===== src/seq_consts.svh =====
// Constants for the program sequencer and return stack: offsets, vectors, widths, timing.
// Assumes inclusion by the sequencer design module only.
`ifndef SEQ_CONSTS_SVH
`define SEQ_CONSTS_SVH
`define ADDR_INDIRECT 8'h00
`define ADDR_MEM_PTR 8'h01
`define ADDR_PC_LOW 8'h06
`define ADDR_TBL_PTR 8'h07
`define ADDR_TBL_HIGH 8'h08
`define ADDR_SFR_END 8'h2F
`define ADDR_GP_START 8'h30
`define ADDR_GP_END_LARGE 8'h9F
`define ADDR_GP_END_SMALL 8'h7F
`define VEC_RESET 12'h000
`define VEC_EXT 12'h004
`define VEC_SRATE 12'h008
`define VEC_TIMER 12'h00C
`define STACK_LEVELS 4
`define PHASES 4
`define WORD_W 15
`endif


===== src/seq_pkg.sv =====
// Types shared by the program sequencer.
// Assumes seq_consts.svh is available on the include path.
package seq_pkg;
  typedef enum logic [3:0] {
    PH1 = 4'b0001,
    PH2 = 4'b0010,
    PH3 = 4'b0100,
    PH4 = 4'b1000
  } phase_type;
  typedef enum logic [3:0] {
    OP_NEXT = 4'h0,
    OP_SKIP = 4'h1,
    OP_JUMP = 4'h2,
    OP_CALL = 4'h3,
    OP_RET = 4'h4,
    OP_RETURN_FROM_INTERRUPT = 4'h5,
    OP_TBL_CUR = 4'h6,
    OP_TBL_LAST = 4'h7,
    OP_BIT_SET = 4'h8,
    OP_BIT_CLR = 4'h9,
    OP_WRITE = 4'hA
  } op_type;
endpackage : seq_pkg


===== src/program_sequencer_stack.sv =====
// Program sequencer: phase generation, fetch pipeline, program counter, return stack,
// table lookup addressing and data memory decode with indirect and bit access.
// Assumes an external decoder presents the current operation on op_code during slot 4,
// and that program ROM returns rom_data combinationally on the same clock.
`timescale 1ns/1ps
`include "seq_consts.svh"
module program_sequencer_stack
  import seq_pkg::*;
#(
  parameter int PC_W = 12,
  parameter bit LARGE_RAM = 1'b1
) (
  // Clock and reset
  input wire logic clk_sys,
  input wire logic nrst,
  // Decoded operation from the instruction decoder
  input wire op_type op_code,
  input wire logic skip_true,
  input wire logic [11:0] op_addr,
  input wire logic [7:0] op_mem_addr,
  input wire logic [2:0] op_bit,
  input wire logic [7:0] op_wdata,
  // Interrupt sources and control
  input wire logic ext_irq_n,
  input wire logic srate_ovf,
  input wire logic timer_ovf,
  input wire logic [2:0] irq_enable,
  input wire logic master_irq_enable_set,
  // Program ROM
  output logic [11:0] rom_addr,
  input wire logic [`WORD_W-1:0] rom_data,
  // Data RAM
  output logic [7:0] ram_addr,
  output logic ram_we,
  output logic [7:0] ram_wdata,
  input wire logic [7:0] ram_rdata,
  // Status towards the core
  output logic [7:0] read_data,
  output logic [`WORD_W-1:0] instr_word,
  output logic instr_valid,
  output logic [`PHASES-1:0] phase_clocks,
  output logic [2:0] irq_flags,
  output logic master_irq_enable,
  output logic [11:0] pc_out
);

  // Refuse sizes the logic cannot serve.
  initial begin
    if (PC_W != 11 && PC_W != 12) $error("PC_W must be 11 or 12");
    // The circular write index is two bits wide, so the depth is fixed at four.
    if (`STACK_LEVELS != 4) $error("stack depth must be 4");
    // A table word must carry a full low byte plus at least one upper bit.
    if (`WORD_W < 9) $error("word width too small for a table read");
  end


  phase_type phase_reg;
  logic [PC_W-1:0] pc_reg;
  logic [PC_W-1:0] stack_mem [0:`STACK_LEVELS-1];
  logic [2:0] stack_pointer;
  logic [1:0] wr_idx;
  logic [6:0] memory_pointer;
  logic [7:0] table_pointer;
  logic [7:0] table_high_byte;
  logic dummy_reg;
  logic tbl_pend_reg;
  logic tbl_last_reg;
  logic tbl_last_sel;
  logic tbl_rom_sel;
  logic [7:0] tbl_dest_reg;
  logic [PC_W-1:0] tbl_addr;
  logic [2:0] irq_sync1;
  logic [2:0] irq_sync2;
  logic irq_prev;
  logic [2:0] irq_flag_reg;
  logic [2:0] irq_service;
  logic stack_full;
  logic slot_end;
  logic [7:0] eff_addr;
  logic [7:0] rd_mux;
  logic [7:0] bit_mask;
  logic pc_change;
  logic do_push;
  logic do_pop;
  logic ext_edge;

  // Slot 4 closes each instruction cycle; almost every state change happens there.
  assign slot_end = (phase_reg == PH4);
  assign stack_full = (stack_pointer == 3'(`STACK_LEVELS));
  // Indirect location goes through memory_pointer; bit 7 of the pointer reads as one.
  assign eff_addr = (op_mem_addr == `ADDR_INDIRECT) ? {1'b0, memory_pointer} : op_mem_addr;
  assign bit_mask = 8'h01 << op_bit;
  assign ext_edge = irq_prev & ~irq_sync2[0];


  // Fixed priority: the lowest vector wins among enabled, pending sources.
  always_comb begin
    irq_service = 3'h0;
    if (master_irq_enable && !stack_full && !dummy_reg && !tbl_pend_reg) begin
      if (irq_flag_reg[0] && irq_enable[0]) irq_service = 3'b001;
      else if (irq_flag_reg[1] && irq_enable[1]) irq_service = 3'b010;
      else if (irq_flag_reg[2] && irq_enable[2]) irq_service = 3'b100;
    end
  end

  // An acknowledge takes the slot from the operation, so the decoder must stall it.

  assign do_push = slot_end && !dummy_reg && !tbl_pend_reg &&
                   ((irq_service != 3'h0) || op_code == OP_CALL);
  assign do_pop = slot_end && !dummy_reg && !tbl_pend_reg && irq_service == 3'h0 &&
                  (op_code == OP_RET || op_code == OP_RETURN_FROM_INTERRUPT) && stack_pointer != 3'h0;
  assign pc_change = (irq_service != 3'h0) || op_code == OP_JUMP || op_code == OP_CALL ||
                     op_code == OP_RET || op_code == OP_RETURN_FROM_INTERRUPT ||
                     (op_code == OP_SKIP && skip_true) ||
                     (op_code == OP_WRITE && op_mem_addr == `ADDR_PC_LOW);

  // The operation code is gone by the second table cycle, so the page choice is kept.
  assign tbl_last_sel = tbl_pend_reg ? tbl_last_reg : (op_code == OP_TBL_LAST);
  assign tbl_addr = tbl_last_sel ? {{(PC_W-8){1'b1}}, table_pointer}
                                 : {pc_reg[PC_W-1:8], table_pointer};

  // The ROM shows the table word for the whole second cycle, up to its closing slot.
  assign tbl_rom_sel = slot_end ? ((op_code == OP_TBL_CUR || op_code == OP_TBL_LAST) &&
                                   !dummy_reg && !tbl_pend_reg)
                                : tbl_pend_reg;


  // Read decode over the data space.
  always_comb begin
    rd_mux = 8'h00;
    if (eff_addr == `ADDR_MEM_PTR) rd_mux = {1'b1, memory_pointer};
    else if (eff_addr == `ADDR_PC_LOW) rd_mux = pc_reg[7:0];
    else if (eff_addr == `ADDR_TBL_PTR) rd_mux = table_pointer;
    else if (eff_addr == `ADDR_TBL_HIGH) rd_mux = table_high_byte;
    else if (eff_addr >= `ADDR_GP_START &&
             eff_addr <= (LARGE_RAM ? `ADDR_GP_END_LARGE : `ADDR_GP_END_SMALL)) begin
      rd_mux = ram_rdata;
    end
  end


  // Phase ring: one slot per system clock.
  always_ff @(posedge clk_sys or negedge nrst) begin
    if (!nrst) begin
      phase_reg <= PH1;
    end else begin
      case (phase_reg)
        PH1: phase_reg <= PH2;
        PH2: phase_reg <= PH3;
        PH3: phase_reg <= PH4;
        PH4: phase_reg <= PH1;
        default: phase_reg <= PH1;
      endcase
    end
  end

  // Visible copy of the ring; it starts in step with the internal phase.

  always_ff @(posedge clk_sys or negedge nrst) begin
    if (!nrst) phase_clocks <= 4'h1;
    else phase_clocks <= {phase_clocks[2:0], phase_clocks[3]};
  end


  // Interrupt pins are asynchronous; the first stage feeds only the second.
  always_ff @(posedge clk_sys or negedge nrst) begin
    if (!nrst) begin
      irq_sync1 <= 3'b001;
      irq_sync2 <= 3'b001;
      irq_prev <= 1'b1;
    end else begin
      irq_sync1 <= {timer_ovf, srate_ovf, ext_irq_n};
      irq_sync2 <= irq_sync1;
      irq_prev <= irq_sync2[0];
    end
  end


  // Request flags: a new event wins over the acknowledge clear of the same cycle.
  always_ff @(posedge clk_sys or negedge nrst) begin
    if (!nrst) begin
      irq_flag_reg <= 3'h0;
    end else begin
      irq_flag_reg <= (irq_flag_reg & ~(do_push ? irq_service : 3'h0)) |
                      {irq_sync2[2], irq_sync2[1], ext_edge};
    end
  end

  // Acknowledge clears the master enable; a return from interrupt sets it again.

  always_ff @(posedge clk_sys or negedge nrst) begin
    if (!nrst) master_irq_enable <= 1'b0;
    else if (slot_end && irq_service != 3'h0) master_irq_enable <= 1'b0;
    else if (master_irq_enable_set) master_irq_enable <= 1'b1;
    else if (do_pop && op_code == OP_RETURN_FROM_INTERRUPT) master_irq_enable <= 1'b1;
  end


  // Program counter and pipeline bubble control.
  always_ff @(posedge clk_sys or negedge nrst) begin
    if (!nrst) begin
      pc_reg <= PC_W'(`VEC_RESET);
      dummy_reg <= 1'b0;
      tbl_pend_reg <= 1'b0;
      tbl_last_reg <= 1'b0;
    end else if (slot_end) begin
      if (dummy_reg || tbl_pend_reg) begin
        dummy_reg <= 1'b0;
        tbl_pend_reg <= 1'b0;
        if (dummy_reg) pc_reg <= pc_reg + PC_W'(1);
      end else if (irq_service[0]) begin
        pc_reg <= PC_W'(`VEC_EXT);
        dummy_reg <= 1'b1;
      end else if (irq_service[1]) begin
        pc_reg <= PC_W'(`VEC_SRATE);
        dummy_reg <= 1'b1;
      end else if (irq_service[2]) begin
        pc_reg <= PC_W'(`VEC_TIMER);
        dummy_reg <= 1'b1;
      end else begin
        case (op_code)
          OP_JUMP, OP_CALL: pc_reg <= op_addr[PC_W-1:0];
          OP_RET, OP_RETURN_FROM_INTERRUPT: pc_reg <= stack_mem[wr_idx - 2'd1];
          OP_SKIP: if (skip_true) pc_reg <= pc_reg + PC_W'(1);
          OP_WRITE: begin
            if (op_mem_addr == `ADDR_PC_LOW) pc_reg <= {pc_reg[PC_W-1:8], op_wdata};
            else pc_reg <= pc_reg + PC_W'(1);
          end
          OP_TBL_CUR, OP_TBL_LAST: begin
            tbl_pend_reg <= 1'b1;
            tbl_last_reg <= (op_code == OP_TBL_LAST);
          end
          default: pc_reg <= pc_reg + PC_W'(1);
        endcase
        if (pc_change) dummy_reg <= 1'b1;
      end
    end
  end


  // Circular stack: a push on a full stack overwrites the oldest entry.
  always_ff @(posedge clk_sys or negedge nrst) begin
    if (!nrst) begin
      stack_pointer <= 3'h0;
      wr_idx <= 2'h0;
      for (int i = 0; i < `STACK_LEVELS; i++) stack_mem[i] <= '0;
    end else if (do_push) begin
      stack_mem[wr_idx] <= pc_reg;
      wr_idx <= wr_idx + 2'd1;
      if (!stack_full) stack_pointer <= stack_pointer + 3'd1;
    end else if (do_pop) begin
      wr_idx <= wr_idx - 2'd1;
      stack_pointer <= stack_pointer - 3'd1;
    end
  end


  // Registers in the data space and the table fetch.
  always_ff @(posedge clk_sys or negedge nrst) begin
    if (!nrst) begin
      memory_pointer <= 7'h00;
      table_pointer <= 8'h00;
      table_high_byte <= 8'h00;
      tbl_dest_reg <= 8'h00;
    end else if (slot_end && !dummy_reg) begin
      if (tbl_pend_reg) begin
        table_high_byte <= 8'(rom_data[`WORD_W-1:8]);
      end else if (op_code == OP_TBL_CUR || op_code == OP_TBL_LAST) begin
        tbl_dest_reg <= eff_addr;
      end else if (op_code == OP_WRITE || op_code == OP_BIT_SET || op_code == OP_BIT_CLR) begin
        if (eff_addr == `ADDR_MEM_PTR) begin
          case (op_code)
            OP_BIT_SET: memory_pointer <= memory_pointer | bit_mask[6:0];
            OP_BIT_CLR: memory_pointer <= memory_pointer & ~bit_mask[6:0];
            default: memory_pointer <= op_wdata[6:0];
          endcase
        end else if (eff_addr == `ADDR_TBL_PTR) begin
          case (op_code)
            OP_BIT_SET: table_pointer <= table_pointer | bit_mask;
            OP_BIT_CLR: table_pointer <= table_pointer & ~bit_mask;
            default: table_pointer <= op_wdata;
          endcase
        end
      end
    end
  end

  // Bit operations on RAM read the word at the address presented one clock earlier,
  // so the decoder must hold the data address steady into slot 4.

  // Outputs to the arrays, registered once per slot.
  always_ff @(posedge clk_sys or negedge nrst) begin
    if (!nrst) begin
      rom_addr <= 12'h000;
      ram_addr <= 8'h00;
      ram_we <= 1'b0;
      ram_wdata <= 8'h00;
      read_data <= 8'h00;
      instr_word <= '0;
      instr_valid <= 1'b0;
      pc_out <= 12'h000;
    end else begin
      rom_addr <= 12'(tbl_rom_sel ? tbl_addr : pc_reg);
      pc_out <= 12'(pc_reg);
      read_data <= rd_mux;
      ram_we <= 1'b0;
      instr_valid <= 1'b0;
      if (slot_end) begin
        instr_word <= rom_data;
        instr_valid <= !dummy_reg && !tbl_pend_reg;
        if (tbl_pend_reg) begin
          ram_addr <= tbl_dest_reg;
          ram_wdata <= rom_data[7:0];
          ram_we <= tbl_dest_reg >= `ADDR_GP_START;
        end else if (!dummy_reg && eff_addr >= `ADDR_GP_START &&
                     (op_code == OP_WRITE || op_code == OP_BIT_SET || op_code == OP_BIT_CLR)) begin
          ram_addr <= eff_addr;
          ram_we <= 1'b1;
          ram_wdata <= (op_code == OP_BIT_SET) ? (ram_rdata | bit_mask) :
                       (op_code == OP_BIT_CLR) ? (ram_rdata & ~bit_mask) : op_wdata;
        end
      end else begin
        ram_addr <= eff_addr;
      end
    end
  end


  assign irq_flags = irq_flag_reg;
endmodule : program_sequencer_stack


===== config.mk =====
export PLATFORM = sky130hd
export DESIGN_NAME = program_sequencer_stack
export DESIGN_NICKNAME = d
export VERILOG_FILES = /design/src/seq_pkg.sv /design/src/program_sequencer_stack.sv
export VERILOG_INCLUDE_DIRS = /design/src
export SDC_FILE = /design/constraint.sdc
export NUM_CORES = 1
export LEC_CHECK = 0
export BUFFER_PORTS_ARGS = -buffer_cell sky130_fd_sc_hd__buf_2
export CAP_MARGIN = 20
export CELL_PAD_IN_SITES_DETAIL_PLACEMENT = 0
export CELL_PAD_IN_SITES_GLOBAL_PLACEMENT = 1
export CORE_UTILIZATION = 35
export CTS_CLUSTER_SIZE = 28
export DETAILED_ROUTE_END_ITERATION = 6
export PLACE_DENSITY_LB_ADDON = 0.1
export SETUP_SLACK_MARGIN = 0.2
export SYNTH_ARGS = -nofsm -noshare
export SYNTH_HDL_FRONTEND = slang
export SYNTH_SLANG_ARGS = --single-unit

===== constraint.sdc =====
create_clock -name clk_sys -period 2.88 [get_ports clk_sys]
set_input_delay 0.576 -clock clk_sys [delete_from_list [all_inputs] [get_ports clk_sys]]
set_output_delay 0.576 -clock clk_sys [all_outputs]
set_load 0.1 [all_outputs]

* After elaboration in Yosys (flattened, before gate mapping)
Cells that the tools add are included. Widths: inputs -> output; s select.
Word-level totals: input port bits 68, word-level logic and storage cells 215, output and inout port bits 73, bits in registers 182
Cells by class: $lt $le $gt $ge 6, multiplexer cells 61, shift-type cells 1, bitwise operators 22, equal/unequal tests 29, add/subtract/negate cells 5, reductions and logical operators 61
Operators by type and width (number):
- $mux 12 | 12
- $mux 8 | 13
- $pmux 12 s5 | 1
- $bwmux 48 | 1
- $bmux 12 s2 | 1
- $demux 12 s2 | 1
- $eq 8x3->1 const B | 3
- $mux 3 | 8
- $logic_and 1x1->1 | 23
- $eq 4x3->1 const B | 5
- $mux 1 | 19
- $and 8x8->8 | 2
- $eq 4x4->1 const B | 4
- $ge 8x6->1 const B | 2
- $or 8x8->8 | 2
- $pmux 8 s2 | 1
- $reduce_and 5->1 | 3
- $pmux 7 s2 | 1
- $add 12x1->12 const B | 1
- $eq 4x2->1 const B | 3
- $logic_or 1x1->1 | 12
- $pmux 4 s3 | 1
- $reduce_and 6->1 | 2
- $reduce_bool 3->1 | 3
- other kinds (38) | 61

* Longest topological paths before layout
depth after elaboration 18, mapped depth 10, depth with buffers taken out 8

* Worst setup path after synthesis
No wires, ideal clock.
path kind flip-flop to flip-flop, start register master_irq_enable, end register stack_pointer[2], library setup time 79 ps, clock period less this slack 2968 ps, path buffers 1, arrival 2889 ps, cell stages (with the launch flop) 10, path slack -88 ps, data required time 2801 ps, cells stage by stage dfrtp_1 or3b_4 or3_4 a21oi_4 buf_6 inv_1 fa_1 o21ai_0 o22ai_1 mux2i_1
Between the ends: word-level cells in the longest chain between the ends 10, elaborated cells between the ends (all ways) 15, classes of those cells eq/ne (1); mux (2); reduce/logical (12)
RTL lines:
- start, declared | RTL line program_sequencer_stack.sv:43 | output logic master_irq_enable,
- start signal, assigned | RTL line program_sequencer_stack.sv:192 | if (!nrst) master_irq_enable <= 1'b0;
- start signal, assigned | RTL line program_sequencer_stack.sv:193 | else if (slot_end && irq_service != 3'h0) master_irq_enable <= 1'b0;
- start signal, assigned | RTL line program_sequencer_stack.sv:194 | else if (master_irq_enable_set) master_irq_enable <= 1'b1;
- $logic_and 1x1->1 * (3 in a row) | RTL line program_sequencer_stack.sv:99 | if (master_irq_enable && !stack_full && !dummy_reg && !tbl_pend_reg) begin
- $mux 3 * | RTL line program_sequencer_stack.sv:99
- $logic_not 3->1 | RTL line program_sequencer_stack.sv:110 | assign do_pop = slot_end && !dummy_reg && !tbl_pend_reg && irq_service == 3'h0 &&
- $logic_and 1x1->1 (2 in a row) | RTL line program_sequencer_stack.sv:110
- $logic_and 1x1->1 | RTL line program_sequencer_stack.sv:111 | (op_code == OP_RET || op_code == OP_RETURN_FROM_INTERRUPT) && stack_pointer != 3'h0;
- $reduce_bool 2->1 (no line)
- $reduce_and 2->1 (no line)
- end signal, assigned | RTL line program_sequencer_stack.sv:250 | if (!stack_full) stack_pointer <= stack_pointer + 3'd1;
- end signal, assigned | RTL line program_sequencer_stack.sv:253 | stack_pointer <= stack_pointer - 3'd1;
- end, declared | RTL line program_sequencer_stack.sv:60 | logic [2:0] stack_pointer;
Mark *: on every way between the ends. The rest lies on a longest branch, timed or not. A chain may end at the register's enable or synchronous reset.

* Final worst setup path
start register wr_idx[1], end register pc_reg[2]
Between the ends: word-level cells in the longest chain between the ends 10
RTL lines:
- start, declared | RTL line program_sequencer_stack.sv:61 | logic [1:0] wr_idx;
- start signal, assigned | RTL line program_sequencer_stack.sv:249 | wr_idx <= wr_idx + 2'd1;
- start signal, assigned | RTL line program_sequencer_stack.sv:252 | wr_idx <= wr_idx - 2'd1;
- $sub 2x1->2 | RTL line program_sequencer_stack.sv:223 | OP_RET, OP_RETURN_FROM_INTERRUPT: pc_reg <= stack_mem[wr_idx - 2'd1];
- $not 2->3 (not written as such) | RTL line program_sequencer_stack.sv:223
- $bmux 12 s2 | RTL line program_sequencer_stack.sv:223
- $mux 12 (not written as such) (2 in a row) | RTL line program_sequencer_stack.sv:223
- $pmux 12 s5 | RTL line program_sequencer_stack.sv:221 | case (op_code)
- $mux 12 | RTL line program_sequencer_stack.sv:217 | end else if (irq_service[2]) begin
- $mux 12 | RTL line program_sequencer_stack.sv:214 | end else if (irq_service[1]) begin
- $mux 12 | RTL line program_sequencer_stack.sv:211 | end else if (irq_service[0]) begin
- $mux 12 | RTL line program_sequencer_stack.sv:207 | if (dummy_reg || tbl_pend_reg) begin
- end signal, assigned | RTL line program_sequencer_stack.sv:212 | pc_reg <= PC_W'(`VEC_EXT);
- end signal, assigned | RTL line program_sequencer_stack.sv:215 | pc_reg <= PC_W'(`VEC_SRATE);
- end signal, assigned | RTL line program_sequencer_stack.sv:218 | pc_reg <= PC_W'(`VEC_TIMER);
- end, declared | RTL line program_sequencer_stack.sv:58 | logic [PC_W-1:0] pc_reg;
No other way between the ends. The select of a mux whose other input is x is not followed.

==> run_results.csv <==
group,metric,value,unit
power,p_seq_share,35.2,%
sta,slew_headroom,42.8,%
power,p_switching,0.00398,W
clock_network,htreeDepth,4,
routing,dr.pass1.iters,5,
critical_path,r2r-start,"wr_idx[1]$_DFFE_PN0P_",
clock_network,clk_pin_slew,0.07,ns
critical_path,crit_buf_inv,1,
yosys,yosysMostFrequentCell,"dfrtp_1",
sta,tns,0,ns
placed_design,gp_congestion,0.790,
sta,hold_violations,0,
clock_network,clock-sinks,182,
sta,worstMarginPinSlew,0.851,ns
critical_path,cp_data_required_time,3.19,ns
final_layout,syn_to_final_growth,20.9,%
floorplanning,io_pins,141,
power,p_per_area,893,mW/mm^2
placed_design,place_hpwl,19000,um
power,p_comb_share,38.5,%
yosys,synth_edf_count,0,
sta,timing.final.crit_share,85.9,%
global_route,grt_pass1_wl,40700,um
yosys,yosysWarnings,0,
routing,drc,0,
yosys,synth-main-ff-cell,"dfrtp_1",
clock_network,clock_tree.root_cell,"clkbuf_16",
yosys,seq_area_frac_synth,50.7,%
yosys,synth.area.top_cells,"dfrtp_1 (49%), mux2_2 (5.0%), mux2_4 (5.0%)",
clock_network,clk_latency,0.43,ns
power,vdd_drop_max,501,uV
power,power,0.00972,W
sta,fmaxAchievable,0.404,GHz
yosys,synth_cells,802,
critical_path,r2r_cells,7,
clock_network,cts.path.max_buffers,2,
hold_path,hold_class,"in -> async",
final_layout,drive_gt1_share,34.7,%
yosys,synth.distinct_cells,80,
routing,wl,26100,um
critical_path,rrSetupSlack,0.40,ns
yosys,yosysTopAreaCell,"dfrtp_1",
run,cap_violations,0,
yosys,ys_top_cells_by_count,"dfrtp_1 (177), nand2_1 (91), a21oi_1 (67)",
global_route,grt_start_max_net_pins,69,
floorplanning,die_w,162,um
routing,drt_iter0_drc,405,
critical_path,path_class,"reg -> reg",
yosys,synth_nets,876,
sta,whs,0.144,ns
power,pwr-share-clk,26.3,%
critical_path,worst_path_dominant_cell_family,"compound AO/OA/AOI/OAI gates",
outcome,status,"completed",
critical_path,max_stage_delay,0.53,ns
placed_design,io_buffers,140,
global_route,grt_use_total,20.5,%
yosys,synth.top_cell.area_share,49.2,%
yosys,postSynthAreaPerCell,11.2,um^2
sta,finalSetupViolCount,0,
critical_path,critPathMostFrequentCell,"a221o_1",
final_layout,diodes,0,
yosys,ys_ff_latch,182,
global_route,antenna_found_initial,0,
yosys,async_flop_share,100,%
power,swShare,41.0,%
yosys,synth_area,0.00900,mm^2
global_route,first_global_vias,6942,
floorplanning,rows,58,
sta,finClkSkew,0.00984,ns
placed_design,place_ws,0.155,ns
clock_network,cts_buffers,17,
clock_network,ctsHoldBuffers,0,
routing,vias,6911,
routing,routed_via_density,5.32,
critical_path,end_kind,"register",
floorplanning,fp.coreArea,0.0252,mm^2
critical_path,crit_path_start_kind,"register",
sta,drv_slew,0,
sta,rsz0062_at_grt,"false",
clock_network,cts_tree,"yes",
final_layout,largest_reg_flops,48,
critical_path,critPathSlowestCell,"ha_1",
final_layout,reg.largest.list,"stack_mem: 48 flops, instr_word: 15 flops",
final_layout,regMostFlops,"stack_mem",
final_layout,final_net_count,1030,
sta,layout_min_cycle_time,2.48,ns
floorplanning,fp.dieH,162,um
critical_path,crit_chain,"inv_1, ha_1, mux4_2, and2_1, a221o_1, a211o_1, a221o_1",
clock_network,post-cts-setup-buffers,0,
routing,postRouteAntennaNets,0,
routing,wl_per_cell,20.1,um
floorplanning,start_util,35.8,%
power,p_leak,4.99,nW
global_route,grt_overflow,0,
floorplanning,dieArea,0.0264,mm^2
critical_path,worstPathArrival,2.78,ns
power,internal-power,0.00574,W
critical_path,crit_path_max_fanout,9,
critical_path,worstReg2RegEnd,"pc_reg[2]$_DFFE_PN0P_",
sta,fin_ws,0.405,ns
power by group through the flow:
stage / combinational (W) / clock [W] / sequential [W]
2_1_floorplan: 0.00139 / 0 / 0.00488
3_3_place_gp: 0.00375 / 0 / 0.00347
3_5_place_dp: 0.00376 / 0 / 0.00347
4_1_cts: 0.00377 / 0.00261 / 0.00342
5_1_grt: 0.00395 / 0.00274 / 0.00350
6_report: 0.00374 / 0.00256 / 0.00342
layer usage:
metal,global-route usage [%],wire (um),vias to the layer above
li1,-,-,3265
met1,27.8,11800,3436
met2,33.4,12700,176
met3,3.36,1050,34
met4,6.60,549,0
met5,0,0,-
repair_timing:
| item | in CTS | in global routing |
|---|---|---|
| resized for setup | 0 | 1 |
| endpoints found under the hold margin | 0 | 0 |
| endpoints found under the setup margin | 0 | 1 |
cell families after synthesis:
| logic type | after synthesis | synth area share, % |
|---|---|---|
| fa+ha+maj | 6 | 0.917 |
| mux | 89 | 13.8 |
| flops | 182 | 50.7 |
| buf+inv | 78 | 3.99 |
| xor+xnor | 3 | 0.292 |
| compound gates | 220 | 17.0 |
| simple gates | 224 | 13.3 |
stage by stage:
stage / std cells / util (%) / area, um^2
after global placement: 1267 / 40.7 / 10200
after global routing: 1298 / 43.2 / 10900
after CTS: 1298 / 43.2 / 10900
after floorplan: 802 / - / 9010
after detailed placement: 1267 / 40.7 / 10200
final: 1298 / 43.2 / 10900
placed cells by master (no fill, tap or decap), types with 11 or more instances in the layout:
| cell type | n |
|---|---|
| o22ai_1 | 24 |
| buf_2 | 139 |
| nor3_1 | 13 |
| a21oi_1 | 67 |
| dfrtp_1 | 173 |
| mux4_2 | 12 |
| a22oi_1 | 12 |
| nor2_1 | 49 |
| a211oi_1 | 16 |
| o21ai_0 | 20 |
| nand2_1 | 91 |
| buf_4 | 42 |
| mux2_4 | 30 |
| a221oi_1 | 11 |
| mux2_2 | 40 |
| clkbuf_16 | 17 |
| inv_1 | 29 |
worst max-delay path by stage:
| stage | startpoint | end | cells after the start |
|---|---|---|---|
| floorplan | master_irq_enable$_DFFE_PN0P_ | stack_pointer[2]$_DFFE_PN0P_ | 9 |
| global placement | irq_enable[0] | pc_reg[7]$_DFFE_PN0P_ | 7 |
| detailed placement | irq_enable[0] | pc_reg[7]$_DFFE_PN0P_ | 7 |
| CTS | wr_idx[1]$_DFFE_PN0P_ | pc_reg[2]$_DFFE_PN0P_ | 7 |
| global route | irq_flags[0]$_DFF_PN0_ | pc_reg[4]$_DFFE_PN0P_ | 6 |
| finish | wr_idx[1]$_DFFE_PN0P_ | pc_reg[2]$_DFFE_PN0P_ | 7 |
worst register-to-register path, stage by stage, from the launching register on:
cell and delay [ns]:
dfrtp_1 0.39, inv_1 0.08, ha_1 0.53, mux4_2 0.39, and2_1 0.18, a221o_1 0.27, a211o_1 0.22, a221o_1 0.30
layout make-up:
type / instances / area (um^2)
sequential: 182 / 4570
timing repair buffer: 184 / 1060
clock inverter: 12 / 188
clock buffer: 19 / 443
fill: 2454 / 14300
inverter: 29 / 109
multi-input combinational: 542 / 4100
tap: 330 / 413
(Power assumes the default switching activity.)
